$ cat src/rtl/i2c_slave_pkg.sv
/*
  constants, register map, field positions and state codes of the
  two-wire slave port core.
  assumes a single 40 MHz clock and an 8-bit register model.
*/
package i2c_slave_pkg;
  // word offsets on the register bus
  localparam logic [2:0] OFS_BUF = 3'h0;
  localparam logic [2:0] OFS_ADDR = 3'h1;
  localparam logic [2:0] OFS_STAT = 3'h2;
  localparam logic [2:0] OFS_CTL1 = 3'h3;
  localparam logic [2:0] OFS_CTL2 = 3'h4;
  localparam logic [2:0] OFS_IRQ = 3'h5;
  localparam logic [2:0] OFS_IMSK = 3'h6;
  // reset values
  localparam logic [7:0] RST_BYTE = 8'h00;
  localparam logic [7:0] RST_MSK = 8'hff;
  localparam logic [3:0] RST_MODE = 4'h0;
  localparam logic [6:0] RST_BRG = 7'h00;
  // port_control_one fields
  localparam int C1_WCOL = 7;
  localparam int C1_OVF = 6;
  localparam int C1_EN = 5;
  localparam int C1_CKP = 4;
  // slave_control_two fields
  localparam int C2_GENERAL_CALL_ENABLE = 7;
  localparam int C2_MSK_HI = 5;
  localparam int C2_MSK_LO = 2;
  localparam int C2_MSK1 = 1;
  localparam int C2_SEN = 0;
  // port_status_register: bits 7:6 writable
  localparam int ST_WR_LO = 6;
  // interrupt status / mask bits
  localparam int IRQ_W = 5;
  localparam int IRQ_BYTE = 0;
  localparam int IRQ_START = 1;
  localparam int IRQ_STOP = 2;
  localparam int IRQ_OVF = 3;
  localparam int IRQ_GCALL = 4;
  localparam logic [IRQ_W-1:0] RST_IRQ = 5'h00;
  // port_mode_field codes
  localparam logic [3:0] MODE_SL7 = 4'h6;
  localparam logic [3:0] MODE_SL10 = 4'h7;
  localparam logic [3:0] MODE_MASTER = 4'h8;
  localparam logic [3:0] MODE_MSK7 = 4'h9;
  localparam logic [3:0] MODE_SL7_SP = 4'he;
  localparam logic [3:0] MODE_SL10_SP = 4'hf;
  // addresses and bit counts
  localparam logic [7:0] GCALL_ADDR = 8'h00;
  localparam logic [4:0] TEN_PREFIX = 5'h1e;
  localparam logic [3:0] BIT_LAST = 4'h8;
  localparam logic [3:0] BIT_ACK = 4'h9;

  typedef enum logic [2:0] {
    ST_IDLE = 3'b000,
    ST_ADDR = 3'b001,
    ST_ADDR2 = 3'b010,
    ST_RX = 3'b011,
    ST_TX = 3'b100,
    ST_WAIT = 3'b101
  } slave_state_t;
endpackage : i2c_slave_pkg

$ cat src/rtl/i2c_line_watch.sv
/*
  bus line watcher: registered clock and data levels, clock edges,
  start and stop conditions.
  assumes pin inputs already synchronous to clock.
*/
`timescale 1ns/100ps
module i2c_line_watch (
  input wire logic clock,
  input wire logic rstn,
  input wire logic scl_in,
  input wire logic sda_in,
  output logic scl_q,
  output logic sda_q,
  output logic scl_rise,
  output logic scl_fall,
  output logic start_det,
  output logic stop_det
);
  logic scl_d_reg;
  logic sda_d_reg;

  // idle bus is high, so history starts high
  always_ff @(posedge clock or negedge rstn) begin
    if (!rstn) begin
      scl_q <= 1'b1;
      sda_q <= 1'b1;
      scl_d_reg <= 1'b1;
      sda_d_reg <= 1'b1;
    end else begin
      scl_q <= scl_in;
      sda_q <= sda_in;
      scl_d_reg <= scl_q;
      sda_d_reg <= sda_q;
    end
  end

  assign scl_rise = scl_q & ~scl_d_reg;
  assign scl_fall = ~scl_q & scl_d_reg;
  // data moving while clock stays high
  assign start_det = scl_q & scl_d_reg & sda_d_reg & ~sda_q;
  assign stop_det = scl_q & scl_d_reg & ~sda_d_reg & sda_q;
endmodule : i2c_line_watch

$ cat src/rtl/i2c_slave_port_core.sv
/*
  two-wire serial port core, mainly addressed slave, with an
  avalon-mm register slave and one level interrupt.
  assumes open-drain pads outside; both lines pulled low only through the enables.
*/
// Local design decisions: the Avalon-MM register port and the register addresses.
`timescale 1ns/100ps
module i2c_slave_port_core
  import i2c_slave_pkg::*;
(
  input wire logic clock,
  input wire logic rstn,
  input wire logic [2:0] address,
  input wire logic read,
  input wire logic write,
  input wire logic [3:0] byteenable,
  input wire logic [31:0] writedata,
  output logic [31:0] readdata,
  output logic waitrequest,
  output logic irq,
  input wire logic scl_in,
  output logic scl_out,
  output logic scl_oe_n,
  input wire logic sda_in,
  output logic sda_out,
  output logic sda_oe_n
);
  logic ack_reg;
  logic req;
  logic wr_go;
  logic rd_go;
  logic [7:0] wd;
  logic [7:0] rd_mux;
  logic [7:0] own_address_or_reload;
  logic [7:0] address_mask_register;
  logic [7:0] slave_control_two;
  logic [7:0] transfer_buffer;
  logic [7:0] rx_tx_shift_reg;
  logic wcol_reg;
  logic ovf_reg;
  logic en_reg;
  logic clock_release_bit;
  logic [3:0] port_mode_field;
  logic [1:0] stat_hi_reg;
  logic da_reg;
  logic stop_reg;
  logic start_reg;
  logic rw_reg;
  logic ua_reg;
  logic bf_reg;
  logic [IRQ_W-1:0] irq_reg;
  logic [IRQ_W-1:0] imask_reg;
  logic [IRQ_W-1:0] irq_set;
  slave_state_t state_reg;
  slave_state_t state_next;
  logic [3:0] cnt_reg;
  logic sda_low_reg;
  logic hold_reg;
  logic matched10_reg;
  logic [6:0] brg_cnt_reg;
  logic mclk_low_reg;
  logic scl_q;
  logic sda_q;
  logic line_rise;
  logic line_fall;
  logic start_det;
  logic stop_det;
  logic ten;
  logic general_call_enable;
  logic clock_hold_enable;
  logic [3:0] address_mask_select;
  logic [7:0] mask_vec;
  logic [7:0] diff;
  logic hit7;
  logic hit_full;
  logic gcall;
  logic addr_hit;
  logic rx_state;
  logic byte_end;
  logic take;
  logic ovf_set;
  logic tx_end;
  logic tx_start;
  logic tx_busy;
  logic buf_wr;
  logic buf_load;
  logic buf_rd;
  logic ckp_clr;

  i2c_line_watch u_watch (
    .clock(clock),
    .rstn(rstn),
    .scl_in(scl_in),
    .sda_in(sda_in),
    .scl_q(scl_q),
    .sda_q(sda_q),
    .scl_rise(line_rise),
    .scl_fall(line_fall),
    .start_det(start_det),
    .stop_det(stop_det)
  );

  // bus slave: one wait cycle, answer on the second edge
  assign req = read | write;
  assign waitrequest = req & ~ack_reg;
  assign wr_go = write & ack_reg & byteenable[0];
  assign rd_go = read & ack_reg;
  assign wd = writedata[7:0];
  assign buf_wr = wr_go & (address == OFS_BUF);
  assign buf_rd = rd_go & (address == OFS_BUF);

  always_ff @(posedge clock or negedge rstn) begin
    if (!rstn) begin
      ack_reg <= 1'b0;
    end else begin
      ack_reg <= req & ~ack_reg;
    end
  end

  always_comb begin
    unique case (address)
      OFS_BUF: rd_mux = transfer_buffer;
      OFS_ADDR: rd_mux = (port_mode_field == MODE_MSK7) ?
        address_mask_register : own_address_or_reload;
      OFS_STAT: rd_mux = {stat_hi_reg, da_reg, stop_reg, start_reg,
        rw_reg, ua_reg, bf_reg};
      OFS_CTL1: rd_mux = {wcol_reg, ovf_reg, en_reg, clock_release_bit,
        port_mode_field};
      OFS_CTL2: rd_mux = slave_control_two;
      OFS_IRQ: rd_mux = {3'h0, irq_reg};
      OFS_IMSK: rd_mux = {3'h0, imask_reg};
      default: rd_mux = 8'h00;
    endcase
  end

  // captured on the first edge; stands through the answer edge
  always_ff @(posedge clock or negedge rstn) begin
    if (!rstn) begin
      readdata <= 32'h0000_0000;
    end else if (req && !ack_reg) begin
      readdata <= {24'h00_0000, rd_mux};
    end
  end

  // own address and mask share one offset
  always_ff @(posedge clock or negedge rstn) begin
    if (!rstn) begin
      own_address_or_reload <= RST_BYTE;
      address_mask_register <= RST_MSK;
    end else if (wr_go && address == OFS_ADDR) begin
      if (port_mode_field == MODE_MSK7) begin
        address_mask_register <= wd;
      end else begin
        own_address_or_reload <= wd;
      end
    end
  end

  always_ff @(posedge clock or negedge rstn) begin
    if (!rstn) begin
      slave_control_two <= RST_BYTE;
      stat_hi_reg <= 2'b00;
      imask_reg <= RST_IRQ;
    end else if (wr_go) begin
      if (address == OFS_CTL2) begin
        slave_control_two <= wd;
      end
      if (address == OFS_STAT) begin
        stat_hi_reg <= wd[7:ST_WR_LO];
      end
      if (address == OFS_IMSK) begin
        imask_reg <= wd[IRQ_W-1:0];
      end
    end
  end

  assign general_call_enable = slave_control_two[C2_GENERAL_CALL_ENABLE];
  assign clock_hold_enable = slave_control_two[C2_SEN];
  assign address_mask_select = slave_control_two[C2_MSK_HI:C2_MSK_LO];

  // error flags: hardware set wins over a software clear
  always_ff @(posedge clock or negedge rstn) begin
    if (!rstn) begin
      wcol_reg <= 1'b0;
      ovf_reg <= 1'b0;
      en_reg <= 1'b0;
      clock_release_bit <= 1'b0;
      port_mode_field <= RST_MODE;
    end else begin
      if (wr_go && address == OFS_CTL1) begin
        wcol_reg <= wd[C1_WCOL] | (buf_wr & tx_busy);
        ovf_reg <= wd[C1_OVF] | ovf_set;
        en_reg <= wd[C1_EN];
        clock_release_bit <= wd[C1_CKP] & ~ckp_clr;
        port_mode_field <= wd[3:0];
      end else begin
        wcol_reg <= wcol_reg | (buf_wr & tx_busy);
        ovf_reg <= ovf_reg | ovf_set;
        clock_release_bit <= clock_release_bit & ~ckp_clr;
      end
    end
  end

  // address match
  assign ten = (port_mode_field == MODE_SL10) |
    (port_mode_field == MODE_SL10_SP);
  always_comb begin
    if (port_mode_field == MODE_MSK7) begin
      mask_vec = {address_mask_register[7:1], 1'b0};
    end else begin
      mask_vec = {2'b00, address_mask_select,
        slave_control_two[C2_MSK1],
        slave_control_two[C2_MSK1] & ten};
    end
  end
  assign diff = (rx_tx_shift_reg ^ own_address_or_reload) & ~mask_vec;
  assign hit7 = (diff[7:1] == 7'h00);
  assign hit_full = (diff == 8'h00);
  assign gcall = general_call_enable &
    (rx_tx_shift_reg == GCALL_ADDR) & (state_reg == ST_ADDR);

  always_comb begin
    unique case (state_reg)
      ST_ADDR: addr_hit = gcall | (hit7 & (!ten ||
        rx_tx_shift_reg[7:3] == TEN_PREFIX));
      ST_ADDR2: addr_hit = hit_full;
      ST_RX: addr_hit = 1'b1;
      default: addr_hit = 1'b0;
    endcase
  end

  assign rx_state = (state_reg == ST_ADDR) | (state_reg == ST_ADDR2) |
    (state_reg == ST_RX);
  assign byte_end = en_reg & line_fall & rx_state & (cnt_reg == BIT_LAST);
  // a full buffer refuses the byte and flags overrun
  assign take = byte_end & addr_hit & ~bf_reg;
  assign ovf_set = byte_end & addr_hit & bf_reg;
  assign tx_end = en_reg & line_rise & (state_reg == ST_TX) &
    (cnt_reg == BIT_ACK);
  // without stretching, late software may miss the low phase
  assign tx_start = en_reg & (state_reg == ST_TX) & (cnt_reg == 4'h0) &
    ~scl_q & bf_reg;
  assign tx_busy = (state_reg == ST_TX) & (cnt_reg != 4'h0);
  assign buf_load = buf_wr & ~tx_busy;
  // hold only after the ack clock, so the master can clock the ack
  assign ckp_clr = clock_hold_enable & ((line_fall & (cnt_reg == BIT_ACK) &
    sda_low_reg) | (tx_end & ~sda_q));

  always_comb begin
    state_next = ST_WAIT;
    unique case (state_reg)
      ST_ADDR: begin
        if (!addr_hit) begin
          state_next = ST_WAIT;
        end else if (gcall) begin
          state_next = ST_RX;
        end else if (ten) begin
          state_next = (rx_tx_shift_reg[0] && matched10_reg) ?
            ST_TX : ST_ADDR2;
        end else begin
          state_next = rx_tx_shift_reg[0] ? ST_TX : ST_RX;
        end
      end
      ST_ADDR2: state_next = addr_hit ? ST_RX : ST_WAIT;
      ST_RX: state_next = ST_RX;
      default: state_next = ST_WAIT;
    endcase
  end

  // byte engine
  always_ff @(posedge clock or negedge rstn) begin
    if (!rstn) begin
      state_reg <= ST_IDLE;
      cnt_reg <= 4'h0;
      rx_tx_shift_reg <= RST_BYTE;
      sda_low_reg <= 1'b0;
    end else if (!en_reg || stop_det) begin
      state_reg <= ST_IDLE;
      cnt_reg <= 4'h0;
      sda_low_reg <= 1'b0;
    end else if (start_det) begin
      state_reg <= ST_ADDR;
      cnt_reg <= 4'h0;
      sda_low_reg <= 1'b0;
    end else begin
      if (buf_load) begin
        rx_tx_shift_reg <= wd;
      end
      if (rx_state && line_rise && cnt_reg < BIT_LAST) begin
        rx_tx_shift_reg <= {rx_tx_shift_reg[6:0], sda_q};
        cnt_reg <= cnt_reg + 4'h1;
      end
      if (byte_end) begin
        sda_low_reg <= take;
        cnt_reg <= BIT_ACK;
        state_reg <= take ? state_next : ST_WAIT;
      end
      if (line_fall && cnt_reg == BIT_ACK) begin
        sda_low_reg <= 1'b0;
        cnt_reg <= 4'h0;
      end
      if (tx_start) begin
        sda_low_reg <= ~rx_tx_shift_reg[7];
        rx_tx_shift_reg <= {rx_tx_shift_reg[6:0], 1'b0};
        cnt_reg <= 4'h1;
      end
      if (state_reg == ST_TX && line_fall) begin
        if (cnt_reg != 4'h0 && cnt_reg < BIT_LAST) begin
          sda_low_reg <= ~rx_tx_shift_reg[7];
          rx_tx_shift_reg <= {rx_tx_shift_reg[6:0], 1'b0};
          cnt_reg <= cnt_reg + 4'h1;
        end else if (cnt_reg == BIT_LAST) begin
          sda_low_reg <= 1'b0;
          cnt_reg <= BIT_ACK;
        end
      end
      if (tx_end && sda_q) begin
        state_reg <= ST_WAIT;
      end
    end
  end

  always_ff @(posedge clock or negedge rstn) begin
    if (!rstn) begin
      transfer_buffer <= RST_BYTE;
    end else if (take) begin
      transfer_buffer <= rx_tx_shift_reg;
    end else if (buf_load) begin
      transfer_buffer <= wd;
    end
  end

  // status flags; setting events win over clears
  always_ff @(posedge clock or negedge rstn) begin
    if (!rstn) begin
      da_reg <= 1'b0;
      stop_reg <= 1'b0;
      start_reg <= 1'b0;
      rw_reg <= 1'b0;
      ua_reg <= 1'b0;
      bf_reg <= 1'b0;
      matched10_reg <= 1'b0;
    end else if (!en_reg) begin
      stop_reg <= 1'b0;
      start_reg <= 1'b0;
      bf_reg <= 1'b0;
      matched10_reg <= 1'b0;
    end else begin
      if (start_det) begin
        start_reg <= 1'b1;
        stop_reg <= 1'b0;
      end
      if (stop_det) begin
        stop_reg <= 1'b1;
        start_reg <= 1'b0;
        matched10_reg <= 1'b0;
      end
      if (take) begin
        da_reg <= (state_reg == ST_RX);
      end
      if (take && state_reg == ST_ADDR) begin
        rw_reg <= rx_tx_shift_reg[0];
      end
      if (take && state_reg == ST_ADDR2) begin
        matched10_reg <= 1'b1;
      end
      if (wr_go && address == OFS_ADDR) begin
        ua_reg <= 1'b0;
      end
      if (take && ten && !gcall && state_reg != ST_RX &&
          !(state_reg == ST_ADDR && state_next == ST_TX)) begin
        ua_reg <= 1'b1;
      end
      if (buf_rd || tx_end) begin
        bf_reg <= 1'b0;
      end
      if (take || (buf_load && state_reg == ST_TX)) begin
        bf_reg <= 1'b1;
      end
    end
  end

  // sticky events; a read clears only the bits it returned
  assign irq_set[IRQ_BYTE] = take | tx_end;
  assign irq_set[IRQ_START] = en_reg & start_det;
  assign irq_set[IRQ_STOP] = en_reg & stop_det;
  assign irq_set[IRQ_OVF] = ovf_set;
  assign irq_set[IRQ_GCALL] = take & gcall;

  always_ff @(posedge clock or negedge rstn) begin
    if (!rstn) begin
      irq_reg <= RST_IRQ;
    end else if (rd_go && address == OFS_IRQ) begin
      irq_reg <= (irq_reg & ~readdata[IRQ_W-1:0]) | irq_set;
    end else begin
      irq_reg <= irq_reg | irq_set;
    end
  end

  assign irq = |(irq_reg & imask_reg);

  // clock hold only joins a low the line already has
  always_ff @(posedge clock or negedge rstn) begin
    if (!rstn) begin
      hold_reg <= 1'b0;
    end else if (clock_release_bit || !en_reg) begin
      hold_reg <= 1'b0;
    end else if (!scl_q) begin
      hold_reg <= 1'b1;
    end
  end

  // master baud generator only; no master byte sequencing
  always_ff @(posedge clock or negedge rstn) begin
    if (!rstn) begin
      brg_cnt_reg <= RST_BRG;
      mclk_low_reg <= 1'b0;
    end else if (!en_reg || port_mode_field != MODE_MASTER) begin
      brg_cnt_reg <= RST_BRG;
      mclk_low_reg <= 1'b0;
    end else if (brg_cnt_reg == RST_BRG) begin
      brg_cnt_reg <= own_address_or_reload[6:0];
      mclk_low_reg <= ~mclk_low_reg;
    end else begin
      brg_cnt_reg <= brg_cnt_reg - 7'h01;
    end
  end

  // open drain: output level fixed low, enable low drives
  assign scl_out = 1'b0;
  assign sda_out = 1'b0;
  assign scl_oe_n = ~(hold_reg | mclk_low_reg);
  assign sda_oe_n = ~sda_low_reg;
endmodule : i2c_slave_port_core

$ cat config.mk
export PLATFORM = sky130hd
export DESIGN_NAME = i2c_slave_port_core
export DESIGN_NICKNAME = d
export VERILOG_FILES = /design/src/rtl/i2c_slave_pkg.sv /design/src/rtl/i2c_line_watch.sv /design/src/rtl/i2c_slave_port_core.sv
export SDC_FILE = /design/constraint.sdc
export NUM_CORES = 1
export LEC_CHECK = 0
export BUFFER_PORTS_ARGS = -buffer_cell sky130_fd_sc_hd__buf_2
export CORE_MARGIN = 5
export CORE_UTILIZATION = 25
export CTS_BUF_LIST = sky130_fd_sc_hd__clkbuf_8
export CTS_CLUSTER_DIAMETER = 150
export CTS_CLUSTER_SIZE = 16
export DETAILED_ROUTE_END_ITERATION = 8
export PLACE_DENSITY = 0.42
export SYNTH_ARGS = -nofsm -noshare
export SYNTH_HDL_FRONTEND = slang
export SYNTH_SLANG_ARGS = --single-unit
export TNS_END_PERCENT = 1
$ cat constraint.sdc
create_clock -name clock -period 2.5 [get_ports clock]
set_input_delay 0.5 -clock clock [delete_from_list [all_inputs] [get_ports clock]]
set_output_delay 0.5 -clock clock [all_outputs]
set_load 0.02 [all_outputs]
* Word-level counts from Yosys, hierarchy flattened
Cells that the tools add are included.
** Storage, ports and cells
- Register bits after elaboration :: 97
- Input bits :: 45
- Output and inout port bits :: 38
- Logic and storage cells :: 250
** Operators by class
- Add/subtract/negate cells :: 2
- Order comparisons :: 1
- Eq/ne operators :: 23
- Muxes and demuxes :: 64
- Bitwise gates (word level) :: 77
- Reduce and logical (&&, ||, !) cells :: 51
** Operators by type and width (count)
- 8-bit two-way mux :: 9
- 8-bit one-hot mux with 7 select lines :: 1
- 1-bit bitwise AND :: 42
- 4-bit two-way mux :: 9
- 3-bit two-way mux :: 11
- 1-bit two-way mux :: 29
- 1-bit logical AND :: 19
- 2-bit AND reduction :: 9
- 4-bit equality test, second input constant :: 4
- 8-bit logical NOT :: 2
- 3-bit equality test, second input constant :: 5
- 1-bit NOT :: 15
- 7-bit logical NOT :: 2
- 7-bit two-way mux :: 2
- 3-bit by 2-bit equality test with 1-bit output, second input constant :: 4
- 1-bit bitwise OR :: 12
- 5-bit bitwise AND :: 2
- 5-bit bitwise OR :: 2
- 3-bit by 1-bit != test with 1-bit output, second input constant :: 3
- 3-bit one-hot mux with 3 select lines :: 1
- 8-bit bitwise AND :: 1
- 8-bit NOT :: 1
- 4-bit nonzero test :: 2
- 8-bit XOR :: 1
- other kinds (18) :: 30

* Longest topological paths before layout
- Depth in word-level cells :: 20
- Depth in mapped cells :: 10
- Gate-level depth less buffers :: 9

* Hierarchy
A second synthesis with hierarchy kept.
** Second synthesis, totals
- Cells, all modules :: 535
- Area total of the unflattened synthesis :: 5307.6 µm²
** Modules (own cells, without submodules)
- i2c_slave_port_core :: times used 1, cells each 527, area each 5170.0 µm², seq. area each 2337.2 µm²
- i2c_line_watch :: times used 1, cells each 8, area each 137.6 µm², seq. area each 105.1 µm²

* Worst setup path before layout
Ideal clock, no wire load.
- Path kind :: reg2reg
- From :: reg port_mode_field[2]
- To :: reg state_reg[0]
- Setup time :: 0.120 ns
- Arrival :: 2.420 ns
- Data required time :: 2.380 ns
- Slack :: -0.040 ns
- Cell stages (with the launch flop) :: 10
- Path buffers :: 2
- Clock period less this slack :: 2.540 ns
- Path through :: dfrtp_1 and4bb_1 buf_6 a21oi_2 a311oi_2 nand4b_1 a311o_1 buf_2 or4b_1 and3_1
** On the way
- Cells in the longest elaborated chain, start to end :: 15
- Elaborated cells on any way between the ends :: 26
- Those cells by class :: eq/ne: 3; mux: 11; bitwise: 8; reduce/logical: 4
** RTL lines
- start: declaration :: RTL line i2c_slave_port_core.sv:43 : logic [3:0] port_mode_field;
- start signal: assignment :: RTL line i2c_slave_port_core.sv:195 : port_mode_field <= wd[3:0];
- 4-bit by 3-bit equality test with 1-bit output (tied with other cells) :: RTL line i2c_slave_port_core.sv:205 : assign ten = (port_mode_field == MODE_SL10) |
- 1-bit bitwise OR / 8-bit two-way mux (equally long branches) :: RTL line i2c_slave_port_core.sv:205, i2c_slave_port_core.sv:208
- 1-bit bitwise AND / 8-bit NOT (equally long branches) :: RTL line i2c_slave_port_core.sv:213, i2c_slave_port_core.sv:216
- 8-bit two-way mux / 8-bit bitwise AND (equally long branches) :: RTL line i2c_slave_port_core.sv:208, i2c_slave_port_core.sv:216
- 8-bit NOT / 7-bit logical NOT (equally long branches) :: RTL line i2c_slave_port_core.sv:216, i2c_slave_port_core.sv:217
- 8-bit bitwise AND / 1-bit bitwise AND (equally long branches) :: RTL line i2c_slave_port_core.sv:216, i2c_slave_port_core.sv:224
- 8-bit logical NOT / 1-bit bitwise OR (equally long branches) :: RTL line i2c_slave_port_core.sv:218, i2c_slave_port_core.sv:224
- 1-bit one-hot mux with 3 select lines :: RTL line i2c_slave_port_core.sv:223 : unique case (state_reg)
- 3-bit two-way mux / 1-bit bitwise AND (equally long branches) :: RTL line i2c_slave_port_core.sv:253, i2c_slave_port_core.sv:236
- 3-bit one-hot mux with 3 select lines / 1-bit bitwise AND (equally long branches) :: RTL line i2c_slave_port_core.sv:251, i2c_slave_port_core.sv:236
- 3-bit two-way mux * :: RTL line i2c_slave_port_core.sv:296 : state_reg <= take ? state_next : ST_WAIT;
- 3-bit two-way mux * :: RTL line i2c_slave_port_core.sv:293 : if (byte_end) begin
- 3-bit two-way mux * :: RTL line i2c_slave_port_core.sv:317 : if (tx_end && sda_q) begin
- 3-bit two-way mux * :: RTL line i2c_slave_port_core.sv:281 : end else if (start_det) begin
- 3-bit two-way mux * :: RTL line i2c_slave_port_core.sv:277 : end else if (!en_reg || stop_det) begin
- end signal: assignment :: RTL line i2c_slave_port_core.sv:296
- end: declaration :: RTL line i2c_slave_port_core.sv:54 : slave_state_t state_reg;
Mark *: on every way between the ends. The rest lies on a longest branch, timed or not. The select of a mux whose other input is x is not followed.
A chain may end at the register's enable or synchronous reset.

* Worst setup path after layout
Same ends and word-level chain as after synthesis.

==> flow_metrics.py <==
metrics = {
    "worst_setup_path": {
        "r2r_end": "state_reg[0]",
        "critPathMaxFanout": 7,
        "crit_chain": "and4bb_4, buf_6, a21oi_2, a311oi_2, nand4b_1, a311o_1, or4b_4, and3_4",
        "cpMaxStageDelayCell": "or4b_4",
        "slowest_delay_ns": 0.49,
        "r2r_cells": 8,
        "critPathLaunchType": "flop",
        "arrival_ns": 2.93,
        "critPathTopFamily": "simple AND/OR/NAND/NOR gates",
        "worstSetupPathType": "flop to flop",
        "r2r_setup_slack_ns": -0.14,
        "crit_required_ns": 2.79,
        "r2r-start": "port_mode_field[2]",
        "crit_buf_inv": 1,
        "crit_end": "state_reg[0]",
        "worst-path-stages": 8,
        "cp-end-kind": "flop",
        "crit_start": "port_mode_field[2]",
    },
    "floorplanning": {
        "coreArea_um2": 20820,
        "die_w_um": 154.7,
        "start_util_pct": 25.14,
        "die_h_um": 154.7,
        "pin_count": 83,
        "rows": 53,
        "die-area_um2": 23930,
    },
    "drt": {
        "firstDrtPassIters": 4,
        "drt-total-wl_um": 16350,
        "drc": 0,
        "wl_per_cell_um": 17.99,
        "dr_total_vias": 4323,
        "postRouteAntennaNets": 0,
        "vias_per_cell": 4.756,
        "dr.first_iter.drc_count": 198,
    },
    "logic_synthesis": {
        "synthCells": 534,
        "syn_area_per_cell_um2": 9.803,
        "synth_xor_area_share_pct": 2.510,
        "synth.distinct_cells": 60,
        "synth_compound_area_share_pct": 14.87,
        "synth-simple-area-share_pct": 16.90,
        "syn-cell-area_um2": 5235,
        "seq_area_frac_synth_pct": 46.65,
        "synthMuxAreaShare_pct": 11.90,
        "synthArstFlopShare_pct": 100.0,
        "synth_top_family_by_area": "simple AND/OR/NAND/NOR gates",
        "synthAdderAreaFrac_pct": 0.9560,
        "yosys_warnings": 0,
        "synth_edf_count": 0,
        "synth_flop_cell": "dfrtp_1",
        "synth.ff_latch_count": 97,
    },
    "power_and_ir_drop": {
        "leakage_uw": 0.002829,
        "ir_drop_mv": 0.2810,
        "pwr_density_cell_nw_per_um2": 753.1,
    },
    "clock_network": {
        "clk_latency_ns": 0.39,
        "cts_tree": "yes",
        "clkSinkCount": 97,
        "cts.clk_slew.worst_paths_ns": 0.10,
        "ctsHoldBuffers": 0,
        "cts-root-buf": "clkbuf_8",
        "clockBufferDepth": 2,
        "numCtsBuffers": 9,
        "htreeDepth": 3,
    },
    "timing": {
        "slew_viol_final": 0,
        "finalHoldViolCount": 0,
        "skew_ns": 0.01490,
        "finalCriticalPeriod_ns": 2.639,
        "relSlewSlack_pct": 60.09,
        "min_period_over_period_pct": 105.5,
        "finalSetupViolCount": 6,
        "fin_ws_ns": -0.1386,
        "tightestPinTransition_ns": 0.5903,
        "max_freq_mhz": 379.0,
        "rsz0062_at_grt": "yes",
    },
    "final_layout": {
        "drive_above_1_share_pct": 29.81,
        "syn2layout_area_growth_pct": 21.80,
        "multi_input_area_um2": 2623,
        "final_util_pct": 30.62,
        "diodes": 0,
        "nets": 678,
        "fin_area_um2": 6376,
        "fill_cells": 2217,
        "regArea_um2": 2442,
    },
    "place": {
        "placed_cell_area_um2": 6126,
        "gp_congestion": 0.8449,
        "port_buffers": 29,
        "hpwl_um": 12510,
    },
    "global_route": {
        "grt_usage_pct": 13.95,
        "grt_max_degree": 41,
        "grt_pass1_wl_um": 25820,
        "grt_antenna_before_repair": 0,
        "gr-total-overflow": 0,
        "grt_pass1_vias": 4534,
    },
    "min_path": {
        "hold_class": "input pin to asynchronous set/reset pin",
    },
    "run_status": {
        "violations": "negative setup slack",
        "outcome": "finished, violations left",
    },
    "flow_run": {
        "cap_violations": 0,
    },
}
==> logic make-up (layout without fill, tap and decap cells) <==
family | count (synthesis) | count (layout)
AND/OR/NAND/NOR | 181 | 181
AO/OA/AOI/OAI | 122 | 122
flip-flops | 97 | 97
multiplexers | 57 | 57
buffers and inverters | 57 | 132
XOR/XNOR | 15 | 15
adder cells (fa/ha/maj) | 4 | 4
other | 1 | 26
==> metal layers <==
| metal | track usage [%] | share of wire [%] |
|---|---|---|
| met5 | 0 | 0 |
| met3 | 2.854 | 3.4 |
| met1 | 18.60 | 47 |
| met4 | 5.046 | 2.4 |
| met2 | 22.44 | 47 |
==> final cells by class <==
cell class | count | area share, %
repair buffers | 105 | 11.97
inverters | 11 | 0.6476
clock buffers | 9 | 1.943
multi-input cells | 405 | 41.13
clock inverters | 7 | 0.6083
well taps | 275 | 5.396
flip-flops and latches | 97 | 38.30
==> repair_timing <==
item                       CTS  global route
gates resized for setup      6            10
setup endpoints to repair   10            25
setup buffers                2             1
pin swaps                    7             5
==> worst min path at each step <==
| stage | endpoint | start | slack [ns] |
|---|---|---|---|
| finish | mclk_low_reg | rstn | 0.09 |
| global route | mclk_low_reg | rstn | 0.11 |
| CTS | mclk_low_reg | rstn | 0.11 |
| detailed placement | u_watch.sda_d_reg | u_watch.sda_q | 0.41 |
| global placement | u_watch.sda_d_reg | u_watch.sda_q | 0.40 |
| floorplan | ack_reg | rstn | 0.20 |
==> layout by cell type (no fill, tap or decap), drive strengths merged, types with 5 or more instances in the layout <==
cell type  synthesis  final
xor2               5      5
a311oi             6      6
nor2              36     36
nand2             73     73
nand3b             6      6
nand2b             6      6
inv               11     12
nand3              9      9
dfrtp             85     85
xnor2             10     10
a221oi             5      5
mux2              42     42
a21oi             39     39
nor2b              5      5
nor3              11     11
clkbuf            15      9
a211oi            13     13
and3               5      5
dfstp             12     12
mux2i             15     15
o21ai             28     28
a22oi             14     14
conb               1     26
or3                6      6
buf               31    105
==> cells in the mapped netlist (2+ instances only) <==
library cell / count / area [µm²]
dfrtp_1: 85 / 2127
nand2_1: 73 / 274.0
mux2_2: 41 / 461.7
a21oi_1: 38 / 190.2
nor2_1: 36 / 135.1
buf_4: 26 / 195.2
o21ai_0: 18 / 90.09
clkbuf_1: 15 / 56.30
mux2i_1: 15 / 150.1
a22oi_1: 14 / 105.1
a211oi_1: 13 / 97.59
dfstp_2: 12 / 315.3
nor3_1: 11 / 55.05
inv_1: 10 / 37.54
o21ai_1: 10 / 50.05
xnor2_1: 10 / 87.58
nand3_1: 9 / 45.04
nand2b_1: 6 / 37.54
nand3b_1: 6 / 45.04
or3_1: 6 / 37.54
a221oi_1: 5 / 43.79
a311oi_1: 5 / 43.79
and3_1: 5 / 31.28
nor2b_1: 5 / 31.28
xor2_1: 5 / 43.79
ha_1: 4 / 50.05
nand4_1: 4 / 25.02
a21o_1: 3 / 22.52
a31oi_1: 3 / 18.77
nand4b_1: 3 / 26.28
nor3b_1: 3 / 22.52
nor4b_1: 3 / 26.28
buf_1: 2 / 7.510
buf_2: 2 / 10.01
nor4_1: 2 / 12.51
or3b_1: 2 / 17.52
==> where the power goes <==
| part | total (µW) | switching, µW | internal (µW) | leakage, µW |
|---|---|---|---|---|
| Sequential | 2160 | 283 | 1880 | 0.00120 |
| Clock | 942 | 591 | 352 | 0.0000860 |
| Combinational | 1700 | 922 | 778 | 0.00155 |
==> worst reg2reg max path, stage by stage, from the launching register on <==
cell,delay [ns]
dfrtp_1,0.39
and4bb_4,0.40
buf_6,0.11
a21oi_2,0.04
a311oi_2,0.31
nand4b_1,0.23
a311o_1,0.38
or4b_4,0.49
and3_4,0.18
==> per-stage QoR <==
step	setup TNS [ns]	power [µW]	setup WS (ns)	hold slack, ns	cells
2_1_floorplan	-0.04982	3120	-0.03977	0.2044	559
5_1_grt	-2.026	5128	-0.2647	0.1142	909
3_3_place_gp	-0.5795	3803	-0.1861	0.4025	890
3_5_place_dp	-1.071	3832	-0.2930	0.4053	890
4_1_cts	-0.5930	4828	-0.1511	0.1115	908
6_report	-0.4114	4802	-0.1386	0.09356	909
(Power assumes the default switching activity.)
